===== config.mk =====
export PLATFORM = sky130hd
export DESIGN_NAME = cmog_clock_guard
export DESIGN_NICKNAME = d
export VERILOG_FILES = /design/src/verilog/cmog_pkg.sv /design/src/verilog/cmog_clock_guard.sv
export VERILOG_INCLUDE_DIRS = /design/src /design/src/verilog
export SDC_FILE = /design/constraint.sdc
export NUM_CORES = 1
export LEC_CHECK = 0
export ABC_AREA = 1
export BUFFER_PORTS_ARGS = -buffer_cell sky130_fd_sc_hd__buf_4
export CORE_UTILIZATION = 30
export DETAILED_ROUTE_END_ITERATION = 8
export GPL_ROUTABILITY_DRIVEN = 0
export HOLD_SLACK_MARGIN = 0.08
export PLACE_DENSITY = 0.56
export SYNTH_ARGS = -nofsm -noshare
export SYNTH_HDL_FRONTEND = slang
export SYNTH_SLANG_ARGS = --single-unit

===== constraint.sdc =====
create_clock -name clock -period 1.8 [get_ports clock]
set_clock_uncertainty 0.1 [all_clocks]
set_input_delay 0.18 -clock clock [delete_from_list [all_inputs] [get_ports clock]]
set_output_delay 0.18 -clock clock [all_outputs]
set_load 0.005 [all_outputs]

===== src/verilog/cmog_params.svh =====
// register offsets, field positions and reset values of the clock guard
// assumes inclusion by files that compare against an 4-bit address
`ifndef CMOG_PARAMS_SVH
`define CMOG_PARAMS_SVH

`define CMOG_OFS_CC0   4'h0
`define CMOG_OFS_CC1   4'h1
`define CMOG_OFS_OWC   4'h2
`define CMOG_OFS_PLL   4'h3
`define CMOG_OFS_PCS   4'h4
`define CMOG_OFS_BMC   4'h5
`define CMOG_OFS_WPR   4'ha
`define CMOG_OFS_STAT  4'hb

`define CMOG_CC0_SUBEN   4
`define CMOG_CC0_MSTOP   5
`define CMOG_CC0_DIV8    6
`define CMOG_CC0_SUBSEL  7
`define CMOG_CC1_ALLOFF  0
`define CMOG_CC1_PLLSEL  1
`define CMOG_CC1_DIVLO   6
`define CMOG_CC1_DIVHI   7
`define CMOG_OWC_EN      0
`define CMOG_OWC_RING    1
`define CMOG_OWC_DET     2
`define CMOG_OWC_MSTOPD  3
`define CMOG_OWC_RESP    7
`define CMOG_PLL_EN      7
`define CMOG_WPR_CLK     0
`define CMOG_WPR_MODE    1
`define CMOG_WPR_PORT    2

`define CMOG_CC0_RST  8'h40
`define CMOG_CC1_RST  8'h00
`define CMOG_OWC_RST  8'h00
`define CMOG_PLL_RST  8'h00
`define CMOG_PCS_RST  8'h00
`define CMOG_BMC_RST  8'h00
`define CMOG_WPR_RST  3'h0

`endif


===== src/verilog/cmog_pkg.sv =====
// types shared by the clock guard and its bench
// assumes nothing of its surroundings
package cmog_pkg;

  typedef enum logic [1:0] {
    CMOG_SRC_MAIN = 2'b00,
    CMOG_SRC_PLL  = 2'b01,
    CMOG_SRC_RING = 2'b10,
    CMOG_SRC_SUB  = 2'b11
  } cmog_src_t;

  typedef enum logic [2:0] {
    CMOG_DIV1  = 3'b000,
    CMOG_DIV2  = 3'b001,
    CMOG_DIV4  = 3'b010,
    CMOG_DIV8  = 3'b011,
    CMOG_DIV16 = 3'b100
  } cmog_div_t;

  typedef enum logic [1:0] {
    CMOG_RUN  = 2'b00,
    CMOG_STOP = 2'b01,
    CMOG_HALT = 2'b10
  } cmog_pwr_t;

  typedef struct packed {
    cmog_src_t cpuSrc;
    cmog_src_t periphSrc;
    cmog_div_t cpuDiv;
    logic      mainOscOn;
    logic      subOscOn;
    logic      ringOscOn;
    logic      pllOn;
    logic      stopMode;
  } cmog_clk_ctrl_t;

endpackage


===== src/verilog/cmog_clock_guard.sv =====
// clock mode control, oscillation stop watch and write protection
// assumes one 40 MHz clock, a register master on the same clock, and
// oscillator-alive and wake levels arriving from outside this domain
//
// Added by the designer: the address map and the address-and-strobe port.
`include "cmog_params.svh"
`timescale 1ns/1ps
`default_nettype none

module cmog_clock_guard
  import cmog_pkg::*;
(
  input  wire logic            clock,
  input  wire logic            srst,
  input  wire logic [3:0]      regAddr,
  input  wire logic [7:0]      regWdata,
  input  wire logic            regWrStrobe,
  input  wire logic            regRdStrobe,
  output var  logic [7:0]      regRdata,
  input  wire logic            sysWriteStrobe,
  input  wire logic            mainOscAlive,
  input  wire logic            subOscAlive,
  input  wire logic            wakeRequest,
  output var  cmog_clk_ctrl_t  clkCtrl,
  output var  logic            oscDetectIrq,
  output var  logic            oscDetectReset,
  output var  logic            clockWriteEnable,
  output var  logic            modeWriteEnable,
  output var  logic            portWriteEnable
);

  function automatic cmog_div_t divOf(input logic d8,
                                      input logic [1:0] fld);
    cmog_div_t d;
    d = CMOG_DIV8;
    if (!d8) begin
      case (fld)
        2'b00:   d = CMOG_DIV1;
        2'b01:   d = CMOG_DIV2;
        2'b10:   d = CMOG_DIV4;
        default: d = CMOG_DIV16;
      endcase
    end
    return d;
  endfunction

  // sub select outranks ring select: low-speed keeps the CPU on sub
  function automatic cmog_src_t srcOf(input logic sub, input logic ring,
                                      input logic pll);
    cmog_src_t s;
    if (sub) begin
      s = CMOG_SRC_SUB;
    end else if (ring) begin
      s = CMOG_SRC_RING;
    end else if (pll) begin
      s = CMOG_SRC_PLL;
    end else begin
      s = CMOG_SRC_MAIN;
    end
    return s;
  endfunction

  logic [7:0] cc0Reg;
  logic [7:0] cc0Next;
  logic [7:0] cc1Reg;
  logic [7:0] cc1Next;
  logic [7:0] owcReg;
  logic [7:0] owcNext;
  logic [7:0] pllReg;
  logic [7:0] pcsReg;
  logic [7:0] bmcReg;
  logic [2:0] wpReg;
  logic       lsFallbackReg;
  cmog_pwr_t  pwrReg;
  cmog_pwr_t  pwrNext;

  logic [1:0] mainSyncReg;
  logic [1:0] subSyncReg;
  logic [1:0] wakeSyncReg;
  logic       mainDlyReg;

  logic wrCc0;
  logic wrCc1;
  logic wrOwc;
  logic wrPll;
  logic wrPcs;
  logic wrBmc;
  logic wrWpr;
  logic [7:0] readMux;

  logic       mainAlive;
  logic       subRunning;
  logic       stopEvt;
  logic       reoscEvt;
  logic       detEvt;
  logic       resetResp;
  logic       intResp;
  logic       irqFire;
  logic       stopEnter;
  logic       stopExit;
  cmog_src_t  cpuSrc;
  cmog_div_t  cpuDiv;
  cmog_clk_ctrl_t clkCtrlNext;

  // pin inputs: second stage is read, and for main also the delayed third stage
  always_ff @(posedge clock) begin
    if (srst) begin
      mainSyncReg <= 2'h0;
      subSyncReg  <= 2'h0;
      wakeSyncReg <= 2'h0;
      mainDlyReg  <= 1'h0;
    end else begin
      mainSyncReg <= {mainSyncReg[0], mainOscAlive};
      subSyncReg  <= {subSyncReg[0], subOscAlive};
      wakeSyncReg <= {wakeSyncReg[0], wakeRequest};
      mainDlyReg  <= mainSyncReg[1];
    end
  end

  assign mainAlive  = mainSyncReg[1];
  assign subRunning = cc0Reg[`CMOG_CC0_SUBEN] & subSyncReg[1];

  // address decode
  always_comb begin
    wrCc0 = 1'b0;
    wrCc1 = 1'b0;
    wrOwc = 1'b0;
    wrPll = 1'b0;
    wrPcs = 1'b0;
    wrBmc = 1'b0;
    wrWpr = 1'b0;
    if (!regWrStrobe) begin
      wrCc0 = 1'b0;
    end else if (regAddr == `CMOG_OFS_CC0) begin
      wrCc0 = wpReg[`CMOG_WPR_CLK];
    end else if (regAddr == `CMOG_OFS_CC1) begin
      wrCc1 = wpReg[`CMOG_WPR_CLK];
    end else if (regAddr == `CMOG_OFS_OWC) begin
      wrOwc = wpReg[`CMOG_WPR_CLK];
    end else if (regAddr == `CMOG_OFS_PLL) begin
      wrPll = wpReg[`CMOG_WPR_CLK];
    end else if (regAddr == `CMOG_OFS_PCS) begin
      wrPcs = wpReg[`CMOG_WPR_CLK];
    end else if (regAddr == `CMOG_OFS_BMC) begin
      wrBmc = wpReg[`CMOG_WPR_CLK];
    end else if (regAddr == `CMOG_OFS_WPR) begin
      wrWpr = 1'b1;
    end
  end

  assign cpuSrc = srcOf(cc0Reg[`CMOG_CC0_SUBSEL], owcReg[`CMOG_OWC_RING],
                        cc1Reg[`CMOG_CC1_PLLSEL]);
  assign cpuDiv = divOf(cc0Reg[`CMOG_CC0_DIV8],
                        {cc1Reg[`CMOG_CC1_DIVHI], cc1Reg[`CMOG_CC1_DIVLO]});

  // detection: edges of the synchronised alive level
  assign stopEvt   = mainDlyReg & ~mainAlive;
  assign reoscEvt  = ~mainDlyReg & mainAlive;
  assign detEvt    = owcReg[`CMOG_OWC_EN] & (stopEvt | reoscEvt)
                     & (pwrReg == CMOG_RUN);
  assign resetResp = detEvt & ~owcReg[`CMOG_OWC_RESP];
  assign intResp   = detEvt & owcReg[`CMOG_OWC_RESP];
  assign irqFire   = intResp & ~owcReg[`CMOG_OWC_DET];
  assign stopEnter = (pwrReg == CMOG_RUN) & wrCc1
                     & regWdata[`CMOG_CC1_ALLOFF] & ~resetResp;
  assign stopExit  = (pwrReg == CMOG_STOP) & wakeSyncReg[1];

  // power state
  always_comb begin
    pwrNext = pwrReg;
    case (pwrReg)
      CMOG_RUN: begin
        if (resetResp) begin
          pwrNext = CMOG_HALT;
        end else if (stopEnter) begin
          pwrNext = CMOG_STOP;
        end
      end
      CMOG_STOP: begin
        if (stopExit) begin
          pwrNext = CMOG_RUN;
        end
      end
      CMOG_HALT: begin
        pwrNext = CMOG_HALT;
      end
      default: begin
        pwrNext = CMOG_RUN;
      end
    endcase
  end

  always_ff @(posedge clock) begin
    if (srst) begin
      pwrReg <= CMOG_RUN;
    end else begin
      pwrReg <= pwrNext;
    end
  end

  // clock control 0
  always_comb begin
    cc0Next = cc0Reg;
    if (wrCc0) begin
      cc0Next = regWdata;
      if (regWdata[`CMOG_CC0_SUBSEL] & ~cc0Reg[`CMOG_CC0_SUBSEL]
          & ~subRunning) begin
        cc0Next[`CMOG_CC0_SUBSEL] = 1'b0;
      end
      if (regWdata[`CMOG_CC0_MSTOP]) begin
        cc0Next[`CMOG_CC0_DIV8] = 1'b1;
      end
    end
    if (stopEnter | stopExit) begin
      cc0Next[`CMOG_CC0_DIV8] = 1'b1;
    end
  end

  always_ff @(posedge clock) begin
    if (srst) begin
      cc0Reg <= `CMOG_CC0_RST;
    end else begin
      cc0Reg <= cc0Next;
    end
  end

  // clock control 1; all-clocks-off reads back one only inside stop
  always_comb begin
    cc1Next = cc1Reg;
    if (wrCc1) begin
      cc1Next = regWdata;
    end
    if (stopExit) begin
      cc1Next[`CMOG_CC1_ALLOFF] = 1'b0;
    end
    if (resetResp) begin
      cc1Next[`CMOG_CC1_ALLOFF] = 1'b0;
    end
  end

  always_ff @(posedge clock) begin
    if (srst) begin
      cc1Reg <= `CMOG_CC1_RST;
    end else begin
      cc1Reg <= cc1Next;
    end
  end

  // oscillation watch control: hardware sets win over software clears
  always_comb begin
    owcNext = owcReg;
    if (wrOwc) begin
      owcNext[`CMOG_OWC_EN]   = regWdata[`CMOG_OWC_EN];
      owcNext[`CMOG_OWC_RING] = regWdata[`CMOG_OWC_RING];
      owcNext[`CMOG_OWC_RESP] = regWdata[`CMOG_OWC_RESP];
      if (!regWdata[`CMOG_OWC_DET]) begin
        owcNext[`CMOG_OWC_DET] = 1'b0;
      end
    end
    if (intResp & stopEvt) begin
      owcNext[`CMOG_OWC_MSTOPD] = 1'b1;
      if (cpuSrc == CMOG_SRC_MAIN) begin
        owcNext[`CMOG_OWC_RING] = 1'b1;
      end
    end
    if (intResp & reoscEvt) begin
      owcNext[`CMOG_OWC_MSTOPD] = 1'b0;
    end
    if (irqFire) begin
      owcNext[`CMOG_OWC_DET] = 1'b1;
    end
  end

  always_ff @(posedge clock) begin
    if (srst) begin
      owcReg <= `CMOG_OWC_RST;
    end else begin
      owcReg <= owcNext;
    end
  end

  // low-speed fallback: peripherals on ring, CPU stays on sub
  always_ff @(posedge clock) begin
    if (srst) begin
      lsFallbackReg <= 1'b0;
    end else if (intResp & stopEvt & (cpuSrc == CMOG_SRC_SUB)) begin
      lsFallbackReg <= 1'b1;
    end else if ((intResp & reoscEvt) | ~cc0Reg[`CMOG_CC0_SUBSEL]) begin
      lsFallbackReg <= 1'b0;
    end
  end

  // other protected clock registers
  always_ff @(posedge clock) begin
    if (srst) begin
      pllReg <= `CMOG_PLL_RST;
      pcsReg <= `CMOG_PCS_RST;
      bmcReg <= `CMOG_BMC_RST;
    end else begin
      if (wrPll) begin
        pllReg <= regWdata;
      end
      if (wrPcs) begin
        pcsReg <= regWdata;
      end
      if (wrBmc) begin
        bmcReg <= regWdata;
      end
    end
  end

  // protect bits; the port bit is one-shot
  always_ff @(posedge clock) begin
    if (srst) begin
      wpReg <= `CMOG_WPR_RST;
    end else if (wrWpr) begin
      wpReg <= regWdata[2:0];
    end else if (regWrStrobe | sysWriteStrobe) begin
      wpReg[`CMOG_WPR_PORT] <= 1'b0;
    end
  end

  // clock outputs
  always_comb begin
    clkCtrlNext.cpuSrc    = cpuSrc;
    // divider taken from next state so stop entry shows divide-by-8 at once
    clkCtrlNext.cpuDiv    = divOf(cc0Next[`CMOG_CC0_DIV8],
                                  {cc1Next[`CMOG_CC1_DIVHI],
                                   cc1Next[`CMOG_CC1_DIVLO]});
    clkCtrlNext.stopMode  = (pwrNext != CMOG_RUN);
    if (owcNext[`CMOG_OWC_RING] | lsFallbackReg) begin
      clkCtrlNext.periphSrc = CMOG_SRC_RING;
    end else if (cc1Reg[`CMOG_CC1_PLLSEL]) begin
      clkCtrlNext.periphSrc = CMOG_SRC_PLL;
    end else begin
      clkCtrlNext.periphSrc = CMOG_SRC_MAIN;
    end
    clkCtrlNext.mainOscOn = ~cc0Reg[`CMOG_CC0_MSTOP]
                            & ~clkCtrlNext.stopMode;
    clkCtrlNext.subOscOn  = cc0Reg[`CMOG_CC0_SUBEN]
                            & ~clkCtrlNext.stopMode;
    clkCtrlNext.ringOscOn = (owcNext[`CMOG_OWC_RING] | lsFallbackReg)
                            & ~clkCtrlNext.stopMode;
    clkCtrlNext.pllOn     = pllReg[`CMOG_PLL_EN] & ~clkCtrlNext.stopMode;
  end

  always_ff @(posedge clock) begin
    if (srst) begin
      clkCtrl <= '0;
    end else begin
      clkCtrl <= clkCtrlNext;
    end
  end

  // response outputs; halt level holds until srst
  always_ff @(posedge clock) begin
    if (srst) begin
      oscDetectIrq   <= 1'b0;
      oscDetectReset <= 1'b0;
    end else begin
      oscDetectIrq   <= irqFire;
      oscDetectReset <= (pwrNext == CMOG_HALT);
    end
  end

  always_ff @(posedge clock) begin
    if (srst) begin
      clockWriteEnable <= 1'b0;
      modeWriteEnable  <= 1'b0;
      portWriteEnable  <= 1'b0;
    end else begin
      clockWriteEnable <= wpReg[`CMOG_WPR_CLK];
      modeWriteEnable  <= wpReg[`CMOG_WPR_MODE];
      portWriteEnable  <= wpReg[`CMOG_WPR_PORT];
    end
  end

  // read path
  always_comb begin
    readMux = 8'h00;
    if (regAddr == `CMOG_OFS_CC0) begin
      readMux = cc0Reg;
    end else if (regAddr == `CMOG_OFS_CC1) begin
      readMux = cc1Reg;
    end else if (regAddr == `CMOG_OFS_OWC) begin
      readMux = {owcReg[7], 3'h0, owcReg[3:0]};
    end else if (regAddr == `CMOG_OFS_PLL) begin
      readMux = pllReg;
    end else if (regAddr == `CMOG_OFS_PCS) begin
      readMux = pcsReg;
    end else if (regAddr == `CMOG_OFS_BMC) begin
      readMux = bmcReg;
    end else if (regAddr == `CMOG_OFS_WPR) begin
      readMux = {5'h00, wpReg};
    end else if (regAddr == `CMOG_OFS_STAT) begin
      readMux = {pwrReg, mainAlive, cpuSrc, cpuDiv};
    end
  end

  always_ff @(posedge clock) begin
    if (srst) begin
      regRdata <= 8'h00;
    end else if (regRdStrobe) begin
      regRdata <= readMux;
    end else begin
      regRdata <= 8'h00;
    end
  end

endmodule

`default_nettype wire


==> metrics.md, run 1 <==
| Metric | Value |
|---|---|
| Detail-routed via count per cell | `4.61` |
| Hold Violations, Final | `0` |
| Highest-count cells in the layout ignoring fill and taps | `sky130_fd_sc_hd__dfxtp_1, sky130_fd_sc_hd__buf_4, sky130_fd_sc_hd__inv_1, sky130_fd_sc_hd__nand2_1, sky130_fd_sc_hd__nor2_1` |
| Share of Yosys cell area claimed by the top area cell type | `0.501` |
| Startpoint of the most critical register-to-register path | `mainSyncReg[1]$_SDFF_PP0_` |
| CTS H-tree lvls | `3` |
| Achievable clock frequency | `0.608 GHz` |
| CTS Root Cell | `sky130_fd_sc_hd__clkbuf_8` |
| Post-Syn Instances | `445` |
| Static power due to leakage | `1.81 nW` |
| Vias in the first global route | `2951` |
| Ys Warns | `0` |
| Standard-cell row count | `38` |
| Kind of end point of the critical path | `register` |
| Number of optimization iterations in the first detailed-route pass | `4` |
| Ant diodes | `0` |
| Antenna violation net count after detailed routing | `0` |
| Largest stage delay, worst path | `0.52 ns` |
| Number of clock sinks seen by CTS | `83` |
| Aggregate global-route resource usage | `0.171` |
| Count of unique library cells instantiated by Yosys | `25` |
| Average routed wire per standard cell | `13.8 um` |
| Maximum fanout along the worst path | `5` |
| Crit path from | `regWrStrobe` |
| Cell type with the highest aggregate area in the netlist | `sky130_fd_sc_hd__dfxtp_1` |
| Sequential cell area fraction in the yosys report | `0.501` |
| Worst Tran Pin Value | `0.467 ns` |
| Outcome | `finished clean` |
| DP Worst Slack | `0.0939 ns` |
| Nets in the synthesized netlist | `467` |
| Most area-consuming cells after synthesis | `sky130_fd_sc_hd__dfxtp_1, sky130_fd_sc_hd__o21ai_0, sky130_fd_sc_hd__a21oi_1, sky130_fd_sc_hd__nand2_1, sky130_fd_sc_hd__nor2_1` |
| Tightest slew margin relative to the limit | `0.687` |
| Capturing point of the worst reg2reg path | `clkCtrl[3]$_SDFF_PP0_` |
| Die width | `107 um` |
| TritonCTS clock tree | `built` |
| Final min period | `1.64 ns` |
| Total placed cells including tap cells | `630` |
| Required time of the critical path | `1.95 ns` |
| Post-synthesis area per instance | `7.45 sq um` |
| Flop-to-flop setup slack | `0.17 ns` |
| PnR worst setup slack | `0.155 ns` |
| Overall overflow remaining after global route | `0` |
| Starting density of the core | `0.307` |
| Number of synthesized register bits | `83` |
| Clock edge transition at the registers on the reported setup and hold paths | `0.08 ns` |
| CP Depth | `7` |
| Ratio of final minimum period to clock period | `0.914` |
| CTS buffer count | `9` |
| Cell with the largest stage delay on the worst path | `sky130_fd_sc_hd__dlygate4sd3_1` |
| Post-route non-filler standard cell count | `668` |
| Most common cell after layout, fill and taps aside | `sky130_fd_sc_hd__dfxtp_1` |
| Final nets | `545` |
| Kind of start point of the critical path | `input pin` |
| Total via count in the routed design | `3080` |
| Worst reg-to-reg path cell count | `7` |
| Post-layout power | `3.47 mW` |
| DRC viols | `0` |
| RSZ-0062 raised after global routing | `no` |
| Critical path start-end classification | `in2reg` |
| Area growth from synthesis to final layout | `29.2%` |
| Largest net degree at the start of global routing | `38` |
| Power Density | `809 nW/um^2` |
| Floorplan core area | `10800 sq um` |
| Post-Route WL | `9.20 mm` |
| Hold Crit Class | `in2reg` |
| Buffer depth of the longest clock path | `2` |
| Cell family with the largest share of critical-path delay | `simple AND/OR/NAND/NOR gates` |
| Worst-skew pair later-pin latency | `0.37 ns` |
| Total Neg Setup Slack | `0 ns` |
| Number of max-slew violations in the final report | `0` |
| First-pass GRT wire length | `14.7 mm` |
| Worst-case vdd ir drop | `0.000331 V` |
| Layout cells sized above 1 | `0.197` |
| Max-capacitance violation count | `0` |
| Worst path cell trace | `dlygate4sd3_1 > buf_4 > nand2_1 > nor2_4 > nand4_1 > nand4_1 > nor2_1` |
| Detailed-placement wirelength estimate | `6.53 mm` |
| Buffer and inverter count on the worst path | `2` |
| Cell with the most instances on the worst path | `sky130_fd_sc_hd__nand4_1` |
| Total die area | `11500 sq um` |
| Crit path capture | `clkCtrl[3]$_SDFF_PP0_` |
| Count of port buffers added during placement | `44` |
| Num ports | `45` |
| Antenna violations before repair | `0` |
| Die boundary height | `107 um` |
| Detailed Route Iter0 Violations | `263` |
| Area of the mapped netlist | `3320 sq um` |
| Finish-stage setup viols | `0` |
| Data arrival, critical path | `1.79 ns` |
[through the flow]
step | hold slack, ns | instance area, sq um | utilization
6_report | 0.152 | 4290 | 0.397
4_1_cts | 0.115 | 4230 | 0.391
3_5_place_dp | 0.290 | 3850 | 0.357
2_1_floorplan | 0.159 | 3320 | -
3_3_place_gp | 0.279 | 3850 | 0.357
5_1_grt | 0.166 | 4290 | 0.397
[timing repair]
item,CTS,global route
buffers inserted,0,5
hold buffers,17,0
gates resized for setup,0,8
setup endpoints to repair,0,13
endpoints found under the hold margin,35,0
[cell type report]
type | instances | area, sq um
Clock buffer | 9 | 124
Clock inverter | 7 | 77.6
Fill cell | 1094 | 6510
Inverter | 66 | 250
Multi-Input combinational cell | 284 | 1350
Sequential cell | 83 | 1660
Tap cell | 140 | 175
Timing Repair Buffer | 79 | 642
[synthesized netlist by cell type]
master	count
sky130_fd_sc_hd__dfxtp_1	83
sky130_fd_sc_hd__nand2_1	61
sky130_fd_sc_hd__nor2_1	61
sky130_fd_sc_hd__inv_1	60
sky130_fd_sc_hd__o21ai_0	57
sky130_fd_sc_hd__a21oi_1	47
sky130_fd_sc_hd__nand3_1	28
sky130_fd_sc_hd__nand4_1	7
sky130_fd_sc_hd__clkbuf_1	6
sky130_fd_sc_hd__nor2_2	6
sky130_fd_sc_hd__inv_2	5
sky130_fd_sc_hd__buf_2	4
sky130_fd_sc_hd__nor2_4	3
sky130_fd_sc_hd__nor3_1	3
sky130_fd_sc_hd__buf_6	2
sky130_fd_sc_hd__ha_1	2
sky130_fd_sc_hd__nand2_2	2
sky130_fd_sc_hd__a31oi_1	1
sky130_fd_sc_hd__inv_4	1
sky130_fd_sc_hd__nand2_4	1
sky130_fd_sc_hd__o2111ai_1	1
sky130_fd_sc_hd__o21ai_1	1
sky130_fd_sc_hd__o21ai_2	1
sky130_fd_sc_hd__o22ai_1	1
sky130_fd_sc_hd__or2_2	1
[worst reg2reg max path, stage by stage, from the launching register on]
cell and delay (ns):
sky130_fd_sc_hd__dfxtp_2 0.35, sky130_fd_sc_hd__inv_1 0.06, sky130_fd_sc_hd__ha_1 0.31, sky130_fd_sc_hd__nor2_2 0.12, sky130_fd_sc_hd__nand3_2 0.09, sky130_fd_sc_hd__nand4_1 0.15, sky130_fd_sc_hd__nand4_1 0.23, sky130_fd_sc_hd__nor2_1 0.16
[layer usage]
metal	vias to the layer above	global-route usage	wire, um
met1	1396	0.215	4180
met2	79	0.277	4260
met4	0	0.0724	253
met3	20	0.0413	500
met5	-	0	0
li1	1585	-	-
[worst min-delay path by stage]
stage	slack, ns	from	end	cells past startpoint
floorplan	0.16	srst	cc1Reg[6]$_SDFF_PP0_	1
global route	0.17	regAddr[2]	cc1Reg[0]$_SDFFE_PP0N_	6
CTS	0.12	regAddr[1]	bmcReg[7]$_SDFFE_PP0P_	4
global placement	0.28	mainOscAlive	mainSyncReg[0]$_SDFF_PP0_	3
detailed placement	0.29	wakeRequest	wakeSyncReg[0]$_SDFF_PP0_	3
finish	0.15	regAddr[1]	wpReg[2]$_SDFFE_PP0P_	5
[logic make-up (layout without fill, tap and decap cells)]
group | Yosys count | count (layout) | share of synthesized area
buf+inv | 78 | 161 | 0.0951
simple gates | 173 | 173 | 0.229
fa+ha+maj | 2 | 2 | 0.00755
flops | 83 | 83 | 0.501
compound gates | 109 | 109 | 0.168
[where the power goes]
group	switching (mW)	internal [mW]
Sequential	0.00827	1.85
Combinational	0.136	0.103
Clock	0.716	0.650
[sequential cells by signal, summed over array words and instances, names as in the netlist, 3 cells and up]
register	cells
owcReg	5
cc0Reg	8
regRdata	8
pllReg	8
cc1Reg	8
pcsReg	8
wpReg	3
bmcReg	8
clkCtrl	12
Power figures use the tool's default switching activity.
==> inputs of run 2 (changes only) <==
Settings changed: ABC_CLOCK_PERIOD_IN_PS from default to 1800, CORE_ASPECT_RATIO from default to 1.75, SETUP_SLACK_MARGIN from default to 0.2.
==> run 2 against run 1 <==
Clock-buffer cell count is 4 higher. Critical path depth up 1. First-iteration DRC count shrank 19%. Register-to-register slack better by 0.10 ns. Sequential cell count did not move. Combinational power hardly changed. Wire length up 6.9%. Non-clock buffer count decreased by 2. Critical endpoint is now clkCtrl[0]$_SDFF_PP0_. Design area is 1.6% higher. Final cell count fell by 1.8%. Clock power increased by 30%.
==> metrics.md, run 2 (same netlist as run 1, synthesis figures left out) <==
| Metric | Value |
|---|---|
| Outcome | `finished clean` |
| Worst-case vdd ir drop | `0.000568 V` |
| Total placed cells including tap cells | `624` |
| Worst-skew pair later-pin latency | `0.34 ns` |
| Total via count in the routed design | `3108` |
| Buffer depth of the longest clock path | `2` |
| Maximum fanout along the worst path | `3` |
| CTS buffer count | `9` |
| Top reg by flops | `clkCtrl` |
| Max-capacitance violation count | `0` |
| Overall overflow remaining after global route | `0` |
| Most common cell after layout, fill and taps aside | `sky130_fd_sc_hd__dfxtp_1` |
| Post-Route WL | `9.84 mm` |
| Antenna violation net count after detailed routing | `0` |
| Clock edge transition at the registers on the reported setup and hold paths | `0.06 ns` |
| Starting density of the core | `0.310` |
| Kind of end point of the critical path | `register` |
| Kind of start point of the critical path | `register` |
| Num ports | `45` |
| Vias in the first global route | `3026` |
| Total die area | `11500 sq um` |
| Antenna violations before repair | `0` |
| Worst Tran Pin Value | `0.427 ns` |
| Finish-stage setup viols | `0` |
| Post-layout power | `3.88 mW` |
| Post-route non-filler standard cell count | `656` |
| Static power due to leakage | `1.84 nW` |
| Die width | `81.5 um` |
| First-pass GRT wire length | `15.5 mm` |
| TritonCTS clock tree | `built` |
| Floorplan core area | `10700 sq um` |
| Critical path start-end classification | `reg2reg` |
| Achievable clock frequency | `0.656 GHz` |
| Average routed wire per standard cell | `15.0 um` |
| Area growth from synthesis to final layout | `31.3%` |
| Required time of the critical path | `1.96 ns` |
| Hold Crit Class | `in2reg` |
| Filler Cell Count | `1081` |
| Final nets | `543` |
| Number of max-slew violations in the final report | `0` |
| Standard-cell row count | `50` |
| Max FFs per register | `12` |
| RSZ-0062 raised after global routing | `no` |
| Aggregate global-route resource usage | `0.187` |
| Hold Violations, Final | `0` |
| Ratio of final minimum period to clock period | `0.847` |
| Detail-routed via count per cell | `4.74` |
| Largest net degree at the start of global routing | `33` |
| Highest-count cells in the layout ignoring fill and taps | `sky130_fd_sc_hd__dfxtp_1, sky130_fd_sc_hd__buf_4, sky130_fd_sc_hd__inv_1` |
| Detailed Route Iter0 Violations | `213` |
| Instance area at placement | `3870 sq um` |
| Design area | `4350 sq um` |
| Final min period | `1.53 ns` |
| Total Neg Setup Slack | `0 ns` |
| Layout cells sized above 1 | `0.219` |
| Number of clock sinks seen by CTS | `83` |
| Data arrival, critical path | `1.69 ns` |
| Number of optimization iterations in the first detailed-route pass | `5` |
| Tightest slew margin relative to the limit | `0.715` |
| CTS Root Cell | `sky130_fd_sc_hd__clkbuf_16` |
| Die boundary height | `141 um` |
| CTS H-tree lvls | `3` |
| Ant diodes | `0` |
| Power Density | `891 nW/um^2` |
| Count of port buffers added during placement | `44` |
| Detailed-placement wirelength estimate | `7.47 mm` |
| DRC viols | `0` |
[run 2: changes by cell type in the layout (fill, tap and decap cells not counted), sizes merged]
cell / change
clkbuf: +4
dlygate4sd3: -4
buf: +3
clkinv: -2
bufinv: -1
dlymetal6s4s: -1
inv: -1
[run 2: layout make-up]
type / instances / area, sq um / share of cell area
sequential: 83 / 1660 / 0.382
multi-input combinational: 284 / 1380 / 0.316
timing repair buffer: 77 / 608 / 0.140
clock buffer: 13 / 270 / 0.0621
inverter: 66 / 250 / 0.0575
tap: 130 / 163 / 0.0374
clock inverter: 3 / 21.3 / 0.00489
[run 2: critical path: stages, from the launching register on]
cell	delay, ns
sky130_fd_sc_hd__dfxtp_2	0.33
sky130_fd_sc_hd__inv_2	0.05
sky130_fd_sc_hd__ha_4	0.25
sky130_fd_sc_hd__nor2_2	0.03
sky130_fd_sc_hd__nand3_1	0.11
sky130_fd_sc_hd__nand4_1	0.15
sky130_fd_sc_hd__buf_4	0.17
sky130_fd_sc_hd__buf_4	0.13
sky130_fd_sc_hd__a31oi_1	0.13
[run 2: what timing repair did]
item / in CTS / in global routing
gates resized for setup: 3 / 13
pin swaps: 5 / 7
hold endpoints to repair: 15 / 0
buffers inserted: 2 / 2
hold buffers: 12 / 0
setup endpoints to repair: 11 / 16
[run 2: metal layers]
layer / GRT usage / up-vias / share of wire
met5: 0 / - / 0
met4: 0.114 / 0 / 0.042
met3: 0.0265 / 22 / 0.034
met2: 0.341 / 85 / 0.55
met1: 0.192 / 1421 / 0.37
li1: - / 1580 / -
[run 2: power by group]
| group | internal (mW) | switching, mW |
|---|---|---|
| registers | 1.86 | 0.00945 |
| logic | 0.0954 | 0.140 |
| clock network | 1.05 | 0.728 |
[run 2: path summary, 6_finish.rpt]
path / from / to / slack, ns / depth (start not counted)
setup / recovery: mainSyncReg[1]$_SDFF_PP0_ / clkCtrl[0]$_SDFF_PP0_ / 0.27 / 8
hold / removal: regWdata[2] / cc0Reg[2]$_SDFFE_PP0P_ / 0.09 / 3
setup reg to reg: mainSyncReg[1]$_SDFF_PP0_ / clkCtrl[0]$_SDFF_PP0_ / 0.27 / 8
hold reg to reg: subSyncReg[0]$_SDFF_PP0_ / subSyncReg[1]$_SDFF_PP0_ / 0.30 / 2
[run 2: metrics by stage]
stage	hold slack [ns]	util	setup slack, ns
6_report	0.0858	0.407	0.275
5_1_grt	0.116	0.407	0.164
4_1_cts	0.0833	0.403	0.218
3_5_place_dp	0.292	0.362	0.0711
3_3_place_gp	0.288	0.362	0.141
2_1_floorplan	0.159	-	0.239
